`src/hw/sadc_pkg.sv`:
```
// constants, state type and helpers for the sar converter control block
//
// Overview of operation
// - successive approximation turns held level into 8 bits
// - two-bit channel field, bits 4..3, picks input
// - reference is supply rail or external reference pin
// - conversion keeps running while core sleeps on the rc clock only
// - result, control and pin config registers visible
// - control register holds clock, channel, go, flag, power
// - pin config sets each pin analog or digital
// - channel three pin may serve as reference
// - reset clears every implemented control bit
// - unimplemented control bits ignore writes, read zero
// - completion loads result, clears go, sets flag
// - conversion lasts nine and a half bit periods
// - clock codes give 2, 8, 32 tosc or rc
// - two bit periods with hold switch open after
package sadc_pkg;

    // ****************************************************************
    // register indices, byte address is four times the index
    // ****************************************************************
    localparam logic [5:0] SADC_IDX_CTRL = 6'h08;
    localparam logic [5:0] SADC_IDX_CTRL_ALT = 6'h1F;
    localparam logic [5:0] SADC_IDX_RESULT = 6'h09;
    localparam logic [5:0] SADC_IDX_PINCFG = 6'h0A;
    localparam logic [5:0] SADC_IDX_IRQ_STAT = 6'h0B;
    localparam logic [5:0] SADC_IDX_IRQ_MASK = 6'h0C;

    // ****************************************************************
    // field layout and reset values
    // ****************************************************************
    localparam int SADC_CS_LSB = 6;
    localparam int SADC_CH_LSB = 3;
    localparam int SADC_GO_BIT = 2;
    localparam int SADC_DONE_BIT = 1;
    localparam int SADC_PWR_BIT = 0;
    localparam int SADC_REF_EXT_BIT = 4;
    localparam int SADC_IRQ_DONE = 0;
    localparam int SADC_IRQ_REJECT = 1;
    localparam logic [7:0] SADC_CTRL_IMPL_MASK = 8'hDF;
    localparam logic [7:0] SADC_CTRL_RESET = 8'h00;
    localparam logic [7:0] SADC_RESULT_RESET = 8'h00;
    localparam logic [4:0] SADC_PINCFG_RESET = 5'h00;
    localparam logic [1:0] SADC_IRQ_RESET = 2'h0;

    // ****************************************************************
    // conversion clock codes and timing in half bit periods
    // ****************************************************************
    localparam logic [1:0] SADC_CLK_OSC2 = 2'h0;
    localparam logic [1:0] SADC_CLK_OSC8 = 2'h1;
    localparam logic [1:0] SADC_CLK_OSC32 = 2'h2;
    localparam logic [1:0] SADC_CLK_RC = 2'h3;
    localparam int SADC_TOSC_PER_TAD_0 = 2;
    localparam int SADC_TOSC_PER_TAD_1 = 8;
    localparam int SADC_TOSC_PER_TAD_2 = 32;
    localparam logic [4:0] SADC_CONV_HALF_TADS = 5'd19;
    localparam logic [4:0] SADC_FIRST_TRIAL_HALF = 5'd2;
    localparam logic [4:0] SADC_HOLDOFF_HALF_TADS = 5'd4;
    localparam logic [7:0] SADC_MSB_TRIAL = 8'h80;

    typedef enum logic [1:0] {
        SADC_IDLE = 2'b00,
        SADC_CONV = 2'b01,
        SADC_HOLDOFF = 2'b10
    } sadc_state_t;

    // clock cycles in half a bit period for the oscillator codes
    function automatic logic [4:0] sadc_half_cycles(input logic [1:0] sel);
        logic [4:0] r;
        r = 5'(SADC_TOSC_PER_TAD_0 / 2);
        if (sel == SADC_CLK_OSC8)
            r = 5'(SADC_TOSC_PER_TAD_1 / 2);
        else if (sel == SADC_CLK_OSC32)
            r = 5'(SADC_TOSC_PER_TAD_2 / 2);
        return r;
    endfunction

    // control register as software sees it
    function automatic logic [31:0] sadc_ctrl_view(input logic [7:0] ctrl);
        return {24'h000000, ctrl & SADC_CTRL_IMPL_MASK};
    endfunction

endpackage

```
`src/hw/sadc_tad_gen.sv`:
```
// half bit period tick generator for the conversion clock
module sadc_tad_gen
    import sadc_pkg::*;
(
    input wire logic clk,
    input wire logic reset_n,
    input wire logic run,
    input wire logic sleep,
    input wire logic [1:0] clk_sel,
    input wire logic rc_half_tick,
    output logic half_tick
);

    logic [4:0] cnt;
    wire use_rc = (clk_sel == SADC_CLK_RC);
    // oscillator stops in sleep, only the rc source keeps ticking
    wire osc_run = run & ~use_rc & ~sleep;
    wire [4:0] limit = sadc_half_cycles(clk_sel) - 5'd1;
    wire wrap = osc_run & (cnt == limit);

    always_ff @(posedge clk or negedge reset_n)
    begin
        if (!reset_n)
        begin
            cnt <= 5'h00;
            half_tick <= 1'b0;
        end
        else
        begin
            cnt <= (!osc_run || wrap) ? 5'h00 : cnt + 5'd1;
            half_tick <= use_rc ? (run & rc_half_tick) : wrap;
        end
    end

endmodule

```
`src/hw/sadc_top.sv`:
```
// sar converter control sequencer with avalon register slave
//
// Added by the designer: the Avalon-MM slave port.
module sadc_top
    import sadc_pkg::*;
(
    input wire logic clk,
    input wire logic reset_n,
    input wire logic [7:0] address,
    input wire logic read,
    input wire logic write,
    input wire logic [31:0] writedata,
    input wire logic [3:0] byteenable,
    output logic [31:0] readdata,
    output logic waitrequest,
    output logic irq,
    input wire logic sleep,
    input wire logic rc_half_tick,
    input wire logic cmp_in,
    output logic [7:0] dac_code,
    output logic [1:0] channel_sel,
    output logic ref_ext,
    output logic sample_en,
    output logic analog_power,
    output logic [3:0] pin_analog_en
);

    // ****************************************************************
    // state
    // ****************************************************************
    sadc_state_t state;
    sadc_state_t next_state;
    logic [1:0] clk_sel;
    logic go;
    logic done_flag;
    logic spare_bit5;
    logic [7:0] result;
    logic [7:0] trial_mask;
    logic [4:0] cnt;
    logic [1:0] irq_stat;
    logic [1:0] irq_mask;
    logic half_tick;

    // ****************************************************************
    // bus decode
    // ****************************************************************
    wire [5:0] idx = address[7:2];
    wire acc_wr = write & ~waitrequest & byteenable[0];
    wire hit_ctrl = (idx == SADC_IDX_CTRL) | (idx == SADC_IDX_CTRL_ALT);
    wire hit_res = (idx == SADC_IDX_RESULT);
    wire hit_pin = (idx == SADC_IDX_PINCFG);
    wire hit_stat = (idx == SADC_IDX_IRQ_STAT);
    wire hit_mask = (idx == SADC_IDX_IRQ_MASK);
    wire ctrl_wr = acc_wr & hit_ctrl;
    wire [7:0] wd = writedata[7:0];
    wire [7:0] ctrl = {clk_sel, spare_bit5, channel_sel, go, done_flag, analog_power};
    wire [31:0] rd_mux = hit_ctrl ? sadc_ctrl_view(ctrl) :
                         hit_res ? {24'h000000, result} :
                         hit_pin ? {27'h0000000, ref_ext, pin_analog_en} :
                         hit_stat ? {30'h0, irq_stat} :
                         hit_mask ? {30'h0, irq_mask} : 32'h00000000;

    // ****************************************************************
    // control decisions
    // ****************************************************************
    wire next_power = ctrl_wr ? wd[SADC_PWR_BIT] : analog_power;
    wire start_req = ctrl_wr & wd[SADC_GO_BIT] & wd[SADC_PWR_BIT];
    wire start_reject = ctrl_wr & wd[SADC_GO_BIT] & ~wd[SADC_PWR_BIT];
    wire in_conv = (state == SADC_CONV);
    wire in_hold = (state == SADC_HOLDOFF);
    wire conv_tick = in_conv & half_tick;
    wire finish = conv_tick & (cnt == SADC_CONV_HALF_TADS - 5'd1);
    wire first_trial = conv_tick & (cnt == SADC_FIRST_TRIAL_HALF);
    wire compare = conv_tick & cnt[0] & (cnt > SADC_FIRST_TRIAL_HALF);
    wire hold_end = in_hold & half_tick & (cnt == SADC_HOLDOFF_HALF_TADS - 5'd1);
    wire [7:0] kept = cmp_in ? dac_code : (dac_code & ~trial_mask);
    wire [1:0] irq_evt = {start_reject, finish};
    wire [1:0] next_irq_stat = irq_evt | (irq_stat & ~((acc_wr & hit_stat) ? wd[1:0] : 2'h0));
    wire [1:0] next_irq_mask = (acc_wr & hit_mask) ? wd[1:0] : irq_mask;
    // hardware set of done wins over a clearing write
    wire next_done = finish | (ctrl_wr ? wd[SADC_DONE_BIT] : done_flag);
    wire next_go = !next_power ? 1'b0 : (start_req | (go & ~finish));

    always_comb
    begin
        next_state = state;
        if (!next_power)
            next_state = SADC_IDLE;
        else
        begin
            case (state)
                SADC_IDLE:
                    if (go)
                        next_state = SADC_CONV;
                SADC_CONV:
                    if (finish)
                        next_state = SADC_HOLDOFF;
                SADC_HOLDOFF:
                    if (hold_end)
                        next_state = SADC_IDLE;
                default:
                    next_state = SADC_IDLE;
            endcase
        end
    end

    // ****************************************************************
    // bit period ticks
    // ****************************************************************
    // clock code picks the per-bit period
    sadc_tad_gen u_tad
    (
        .clk(clk),
        .reset_n(reset_n),
        .run(in_conv | in_hold),
        .sleep(sleep),
        .clk_sel(clk_sel),
        .rc_half_tick(rc_half_tick),
        .half_tick(half_tick)
    );

    // ****************************************************************
    // bus slave, one wait state per access
    // ****************************************************************
    always_ff @(posedge clk or negedge reset_n)
    begin
        if (!reset_n)
        begin
            waitrequest <= 1'b1;
            readdata <= 32'h00000000;
        end
        else
        begin
            waitrequest <= ~((read | write) & waitrequest);
            if (read & waitrequest)
                readdata <= rd_mux;
        end
    end

    // ****************************************************************
    // control register
    // ****************************************************************
    // all control bits clear on reset
    always_ff @(posedge clk or negedge reset_n)
    begin
        if (!reset_n)
        begin
            clk_sel <= SADC_CTRL_RESET[7:6];
            spare_bit5 <= SADC_CTRL_RESET[5];
            channel_sel <= SADC_CTRL_RESET[4:3];
            go <= SADC_CTRL_RESET[2];
            done_flag <= SADC_CTRL_RESET[1];
            analog_power <= SADC_CTRL_RESET[0];
        end
        else
        begin
            // bit five never takes a write
            spare_bit5 <= 1'b0;
            if (ctrl_wr)
            begin
                clk_sel <= wd[SADC_CS_LSB +: 2];
                channel_sel <= wd[SADC_CH_LSB +: 2];
            end
            go <= next_go;
            done_flag <= next_done;
            analog_power <= next_power;
        end
    end

    // ****************************************************************
    // pin configuration, result and interrupt registers
    // ****************************************************************
    always_ff @(posedge clk or negedge reset_n)
    begin
        if (!reset_n)
        begin
            pin_analog_en <= SADC_PINCFG_RESET[3:0];
            ref_ext <= SADC_PINCFG_RESET[SADC_REF_EXT_BIT];
            result <= SADC_RESULT_RESET;
            irq_stat <= SADC_IRQ_RESET;
            irq_mask <= SADC_IRQ_RESET;
            irq <= 1'b0;
        end
        else
        begin
            if (acc_wr & hit_pin)
            begin
                pin_analog_en <= wd[3:0];
                ref_ext <= wd[SADC_REF_EXT_BIT];
            end
            if (finish)
                result <= kept;
            irq_stat <= next_irq_stat;
            irq_mask <= next_irq_mask;
            irq <= |(next_irq_stat & next_irq_mask);
        end
    end

    // ****************************************************************
    // sequencer and successive approximation
    // ****************************************************************
    always_ff @(posedge clk or negedge reset_n)
    begin
        if (!reset_n)
        begin
            state <= SADC_IDLE;
            cnt <= 5'h00;
            dac_code <= 8'h00;
            trial_mask <= 8'h00;
            sample_en <= 1'b0;
        end
        else
        begin
            state <= next_state;
            // count half bit periods of the sequence
            if (next_state != state)
                cnt <= 5'h00;
            else if (half_tick)
                cnt <= cnt + 5'd1;
            // msb first trial then one bit per period
            if (first_trial)
            begin
                dac_code <= SADC_MSB_TRIAL;
                trial_mask <= SADC_MSB_TRIAL;
            end
            else if (compare)
            begin
                dac_code <= kept | (trial_mask >> 1);
                trial_mask <= trial_mask >> 1;
            end
            // hold switch open during conversion and holdoff
            sample_en <= next_power & (next_state == SADC_IDLE);
        end
    end
endmodule

```
`config.mk`:
```
export PLATFORM = sky130hd
export DESIGN_NAME = sadc_top
export DESIGN_NICKNAME = d
export VERILOG_FILES = /design/src/hw/sadc_pkg.sv /design/src/hw/sadc_tad_gen.sv /design/src/hw/sadc_top.sv
export SDC_FILE = /design/constraint.sdc
export NUM_CORES = 1
export LEC_CHECK = 0
export BUFFER_PORTS_ARGS = -buffer_cell sky130_fd_sc_hd__buf_2
export CORE_AREA = 5 5 98 100
export CTS_CLUSTER_SIZE = 30
export DETAILED_ROUTE_END_ITERATION = 8
export DIE_AREA = 0 0 103 105
export HOLD_SLACK_MARGIN = 0.02
export SETUP_SLACK_MARGIN = 0.15
export SLEW_MARGIN = 20
export SYNTH_ARGS = -nofsm -noshare
export SYNTH_HDL_FRONTEND = slang
export SYNTH_HIERARCHICAL = 1
export SYNTH_SLANG_ARGS = --single-unit
```
`constraint.sdc`:
```
create_clock -name clk -period 3.03 [get_ports clk]
set_input_delay 0.909 -clock clk [delete_from_list [all_inputs] [get_ports clk]]
set_output_delay 0.909 -clock clk [all_outputs]
set_load 0.01 [all_outputs]
```
==> results.sh <==
export IMPL_synthToLayoutAreaGrowth_pct=13.77
export IMPL_max_freq_mhz=372.5
export IMPL_clkSinkCount=64
export IMPL_synth_top_cell_by_area="sky130_fd_sc_hd__dfrtp_1"
export IMPL_synth_top_cell_area_share=0.4701
export IMPL_worstMarginPinSlew_ps=639.4
export IMPL_ir_drop_mv=0.2460
export IMPL_synth_top_family_by_area="compound AO/OA/AOI/OAI gates"
export IMPL_grt_start_max_net_pins=41
export IMPL_share_of_synthesized_area_spent_on_multiplexers=0.04963
export IMPL_synth_compound_area_share=0.1746
export IMPL_fraction_of_final_layout_cells_sized_beyond_drive_strength_1=0.2396
export IMPL_gr_total_overflow=0
export IMPL_initial_core_util=0.3902
export IMPL_synth_fa_ha_area_frac=0.03731
export IMPL_groute_usage_overall=0.1423
export IMPL_min_path_type="flip-flop to flip-flop"
export IMPL_diodes=0
export IMPL_die_h_um=105
export IMPL_power_leakage_nw=1.832
export IMPL_cp_data_required_time_ps=3300
export IMPL_critical_path_arrival_ps=2950
export IMPL_synth_cell_area_um2=3353
export IMPL_synth_xor_area_share=0.02836
export IMPL_post_layout_nonfiller_instances=492
export IMPL_asyncSetResetFlopFracSynth=1.000
export IMPL_power_per_cell_area_nw_per_um2=447.0
export IMPL_tritoncts_clock_tree="done"
export IMPL_drc=0
export IMPL_dr_first_iter_drc_count=131
export IMPL_num_rows=34
export IMPL_synth_area_top_cells="sky130_fd_sc_hd__dfrtp_1, sky130_fd_sc_hd__buf_4, sky130_fd_sc_hd__ha_1"
export IMPL_cts_h_tree_depth=3
export IMPL_gpl_congestion=0.8059
export IMPL_ant_nets=0
export IMPL_totalNegativeSetupSlack_ps=0
export IMPL_finish_utilization=0.4439
export IMPL_io_buffers=47
export IMPL_seq_area_um2=1603
export IMPL_die_area_um2=10820
export IMPL_coreArea_um2=8593
export IMPL_path_max_fanout=5
export IMPL_synth_commonest_cells="sky130_fd_sc_hd__dfrtp_1, sky130_fd_sc_hd__nand2_1, sky130_fd_sc_hd__o21ai_0"
export IMPL_count_of_instances_resized_after_the_clock_tree_is_built=0
export IMPL_timing_critical_path_from_type="input pin"
export IMPL_num_fill_cells=858
export IMPL_synth_seq_cells=64
export IMPL_clk_path_buf_depth=2
export IMPL_critPathKind="input pin to flip-flop"
export IMPL_syn_instance_count=323
export IMPL_via_per_inst=4.972
export IMPL_syn_area_per_cell_um2=10.38
export IMPL_post_route_period_util=0.8861
export IMPL_ys_flop_type="sky130_fd_sc_hd__dfrtp_1"
export IMPL_rsz0062_at_grt="false"
export IMPL_synth_simple_area_share=0.1381
export IMPL_max_cap_violations=0
export IMPL_clock_network_latency_to_the_later_pin_of_the_worst_skew_pair_ps=350
export IMPL_timing_max_transition_violations_final=0
export IMPL_synth_most_common_cell="sky130_fd_sc_hd__dfrtp_1"
export IMPL_area_of_combinational_cells_with_multiple_inputs_um2=1525
export IMPL_placed_cells_incl_taps=475
export IMPL_cts_inserted_buffers=9
export IMPL_i_o_pins=102
export IMPL_seq_area_frac_synth=0.4780
export IMPL_nets=440
export IMPL_maxSlewHeadroom=0.5737
export IMPL_number_of_flops_mapped_to_enable_cells_by_yosys=0
export IMPL_status="finished clean"
export IMPL_worst_clock_skew_ps=9.694
export IMPL_detailed_place_hpwl_um=5428
export IMPL_clock_root_buffer="sky130_fd_sc_hd__clkbuf_8"
export IMPL_critPathCaptureType="flip-flop"
export IMPL_die_width_um=103
export IMPL_clock_transition_at_path_regs_ps=70
export IMPL_via_count_of_the_first_global_routing_pass=2399
export IMPL_timing_final_setup_violations=0
export IMPL_grt_antenna_before_repair=0
export IMPL_period_needed_ps=2685
export IMPL_num_vias=2446
export IMPL_firstDrtPassIters=4
export IMPL_yosys_cell_types_count=51
export IMPL_hold_viol=0
export IMPL_post_layout_total_power_w=0.001705
export IMPL_routed_wire_length_per_instance_um=14.85
export IMPL_wire_length_of_the_first_global_routing_pass_um=12080
export IMPL_drt_total_wl_um=7308
export IMPL_synth_yosys_warnings=6
==> flip-flops by register name (all words and copies together) (netlist names) <==
signal and cells:
irq_mask 2, sample_en 1, u_tad/half_tick 1, readdata 8
analog_power 1, cnt 5, go 1, irq_stat 2
irq 1, clk_sel 2, pin_analog_en 4, done_flag 1
ref_ext 1, waitrequest 1, result 8, channel_sel 2
trial_mask 8, u_tad/cnt 5, dac_code 8, state 2
==> area by class of cell <==
cell class / count / area share
Clock buffer: 10 / 0.03608
Clock inverter: 6 / 0.009183
Inverter: 21 / 0.02066
Multi-Input combinational cell: 229 / 0.3998
Sequential cell: 64 / 0.4201
Tap cell: 108 / 0.03542
Timing Repair Buffer: 54 / 0.07871
==> kinds of logic (layout without fill, tap and decap cells) <==
logic type / after synthesis / after routing
muxes: 14 / 14
other: 1 / 24
buffers and inverters: 53 / 91
adders and majority gates: 10 / 10
and+or+nand+nor: 91 / 91
xor gates and xnor gates: 9 / 9
AOI/OAI and AO/OA: 81 / 81
DFF: 64 / 64
==> metrics by stage <==
step                instance area (um2)  setup slack [ps]  hold WS (ps)
floorplan                          3440             168.6         448.4
global placement                   3635             31.30         460.9
detailed placement                 3635            -4.011         472.3
CTS                                3807             280.5         487.3
global route                       3815             146.0         522.5
finish                             3815             345.3         477.4
==> power by group <==
part / internal, W / leakage [nW] / switching [W]
clock network: 0.000313 / 0.0878 / 0.000344
logic: 0.0000626 / 0.909 / 0.0000968
registers: 0.000874 / 0.835 / 0.0000151
total: 0.00125 / 1.83 / 0.000456
==> layer usage <==
| layer | vias to the layer above | track usage | wire length (um) |
|---|---|---|---|
| met2 | 64 | 0.2117 | 3448 |
| met1 | 1170 | 0.1998 | 3328 |
| li1 | 1205 | - | - |
| met4 | 0 | 0.04718 | 54 |
| met5 | - | 0 | 0 |
| met3 | 7 | 0.03864 | 477 |
==> critical path, stage by stage <==
cell                       delay [ps]
sky130_fd_sc_hd__buf_2            120
sky130_fd_sc_hd__or4_4            530
sky130_fd_sc_hd__a2111o_1         470
sky130_fd_sc_hd__mux2i_4          250
sky130_fd_sc_hd__nor4_2           340
sky130_fd_sc_hd__a221oi_2          60
sky130_fd_sc_hd__buf_4            170
sky130_fd_sc_hd__a21oi_1          120
==> what timing repair did <==
item | 4_1_cts | 5_1_grt
buffers inserted | 0 | 1
hold buffers | 0 | 0
endpoints found under the setup margin | 0 | 5
==> cell usage in the layout, fill, tap and decap left out, types with 2 or more instances in the layout <==
cell and n:
sky130_fd_sc_hd__a21oi_1 14, sky130_fd_sc_hd__a221oi_1 2, sky130_fd_sc_hd__a221oi_4 2, sky130_fd_sc_hd__a22o_1 13
sky130_fd_sc_hd__a22oi_1 7, sky130_fd_sc_hd__buf_2 47, sky130_fd_sc_hd__buf_4 6, sky130_fd_sc_hd__clkbuf_8 10
sky130_fd_sc_hd__clkinv_2 4, sky130_fd_sc_hd__clkinvlp_4 2, sky130_fd_sc_hd__conb_1 24, sky130_fd_sc_hd__dfrtp_1 63
sky130_fd_sc_hd__ha_1 10, sky130_fd_sc_hd__inv_1 21, sky130_fd_sc_hd__mux2_2 11, sky130_fd_sc_hd__mux2i_1 2
sky130_fd_sc_hd__nand2_1 31, sky130_fd_sc_hd__nand2b_1 3, sky130_fd_sc_hd__nand3_1 7, sky130_fd_sc_hd__nand4_1 5
sky130_fd_sc_hd__nor2_1 14, sky130_fd_sc_hd__nor2b_1 10, sky130_fd_sc_hd__nor3_1 7, sky130_fd_sc_hd__o21ai_0 25
sky130_fd_sc_hd__o31ai_1 8, sky130_fd_sc_hd__or3_1 3, sky130_fd_sc_hd__xnor2_1 3, sky130_fd_sc_hd__xor2_1 5
==> final timing paths <==
| path | startpoint | endpoint | slack (ps) | depth (start not counted) |
|---|---|---|---|---|
| max in group asynchronous | reset_n | waitrequest | 1750 | 2 |
| max reg2reg | state[1] | cnt[0] | 370 | 9 |
| min in group asynchronous | reset_n | trial_mask[0] | 570 | 1 |
| max | address[3] | cnt[0] | 350 | 8 |
| min reg2reg | readdata[6] | readdata[6] | 480 | 2 |
| min | readdata[6] | readdata[6] | 480 | 2 |
(Power assumes the default switching activity.)
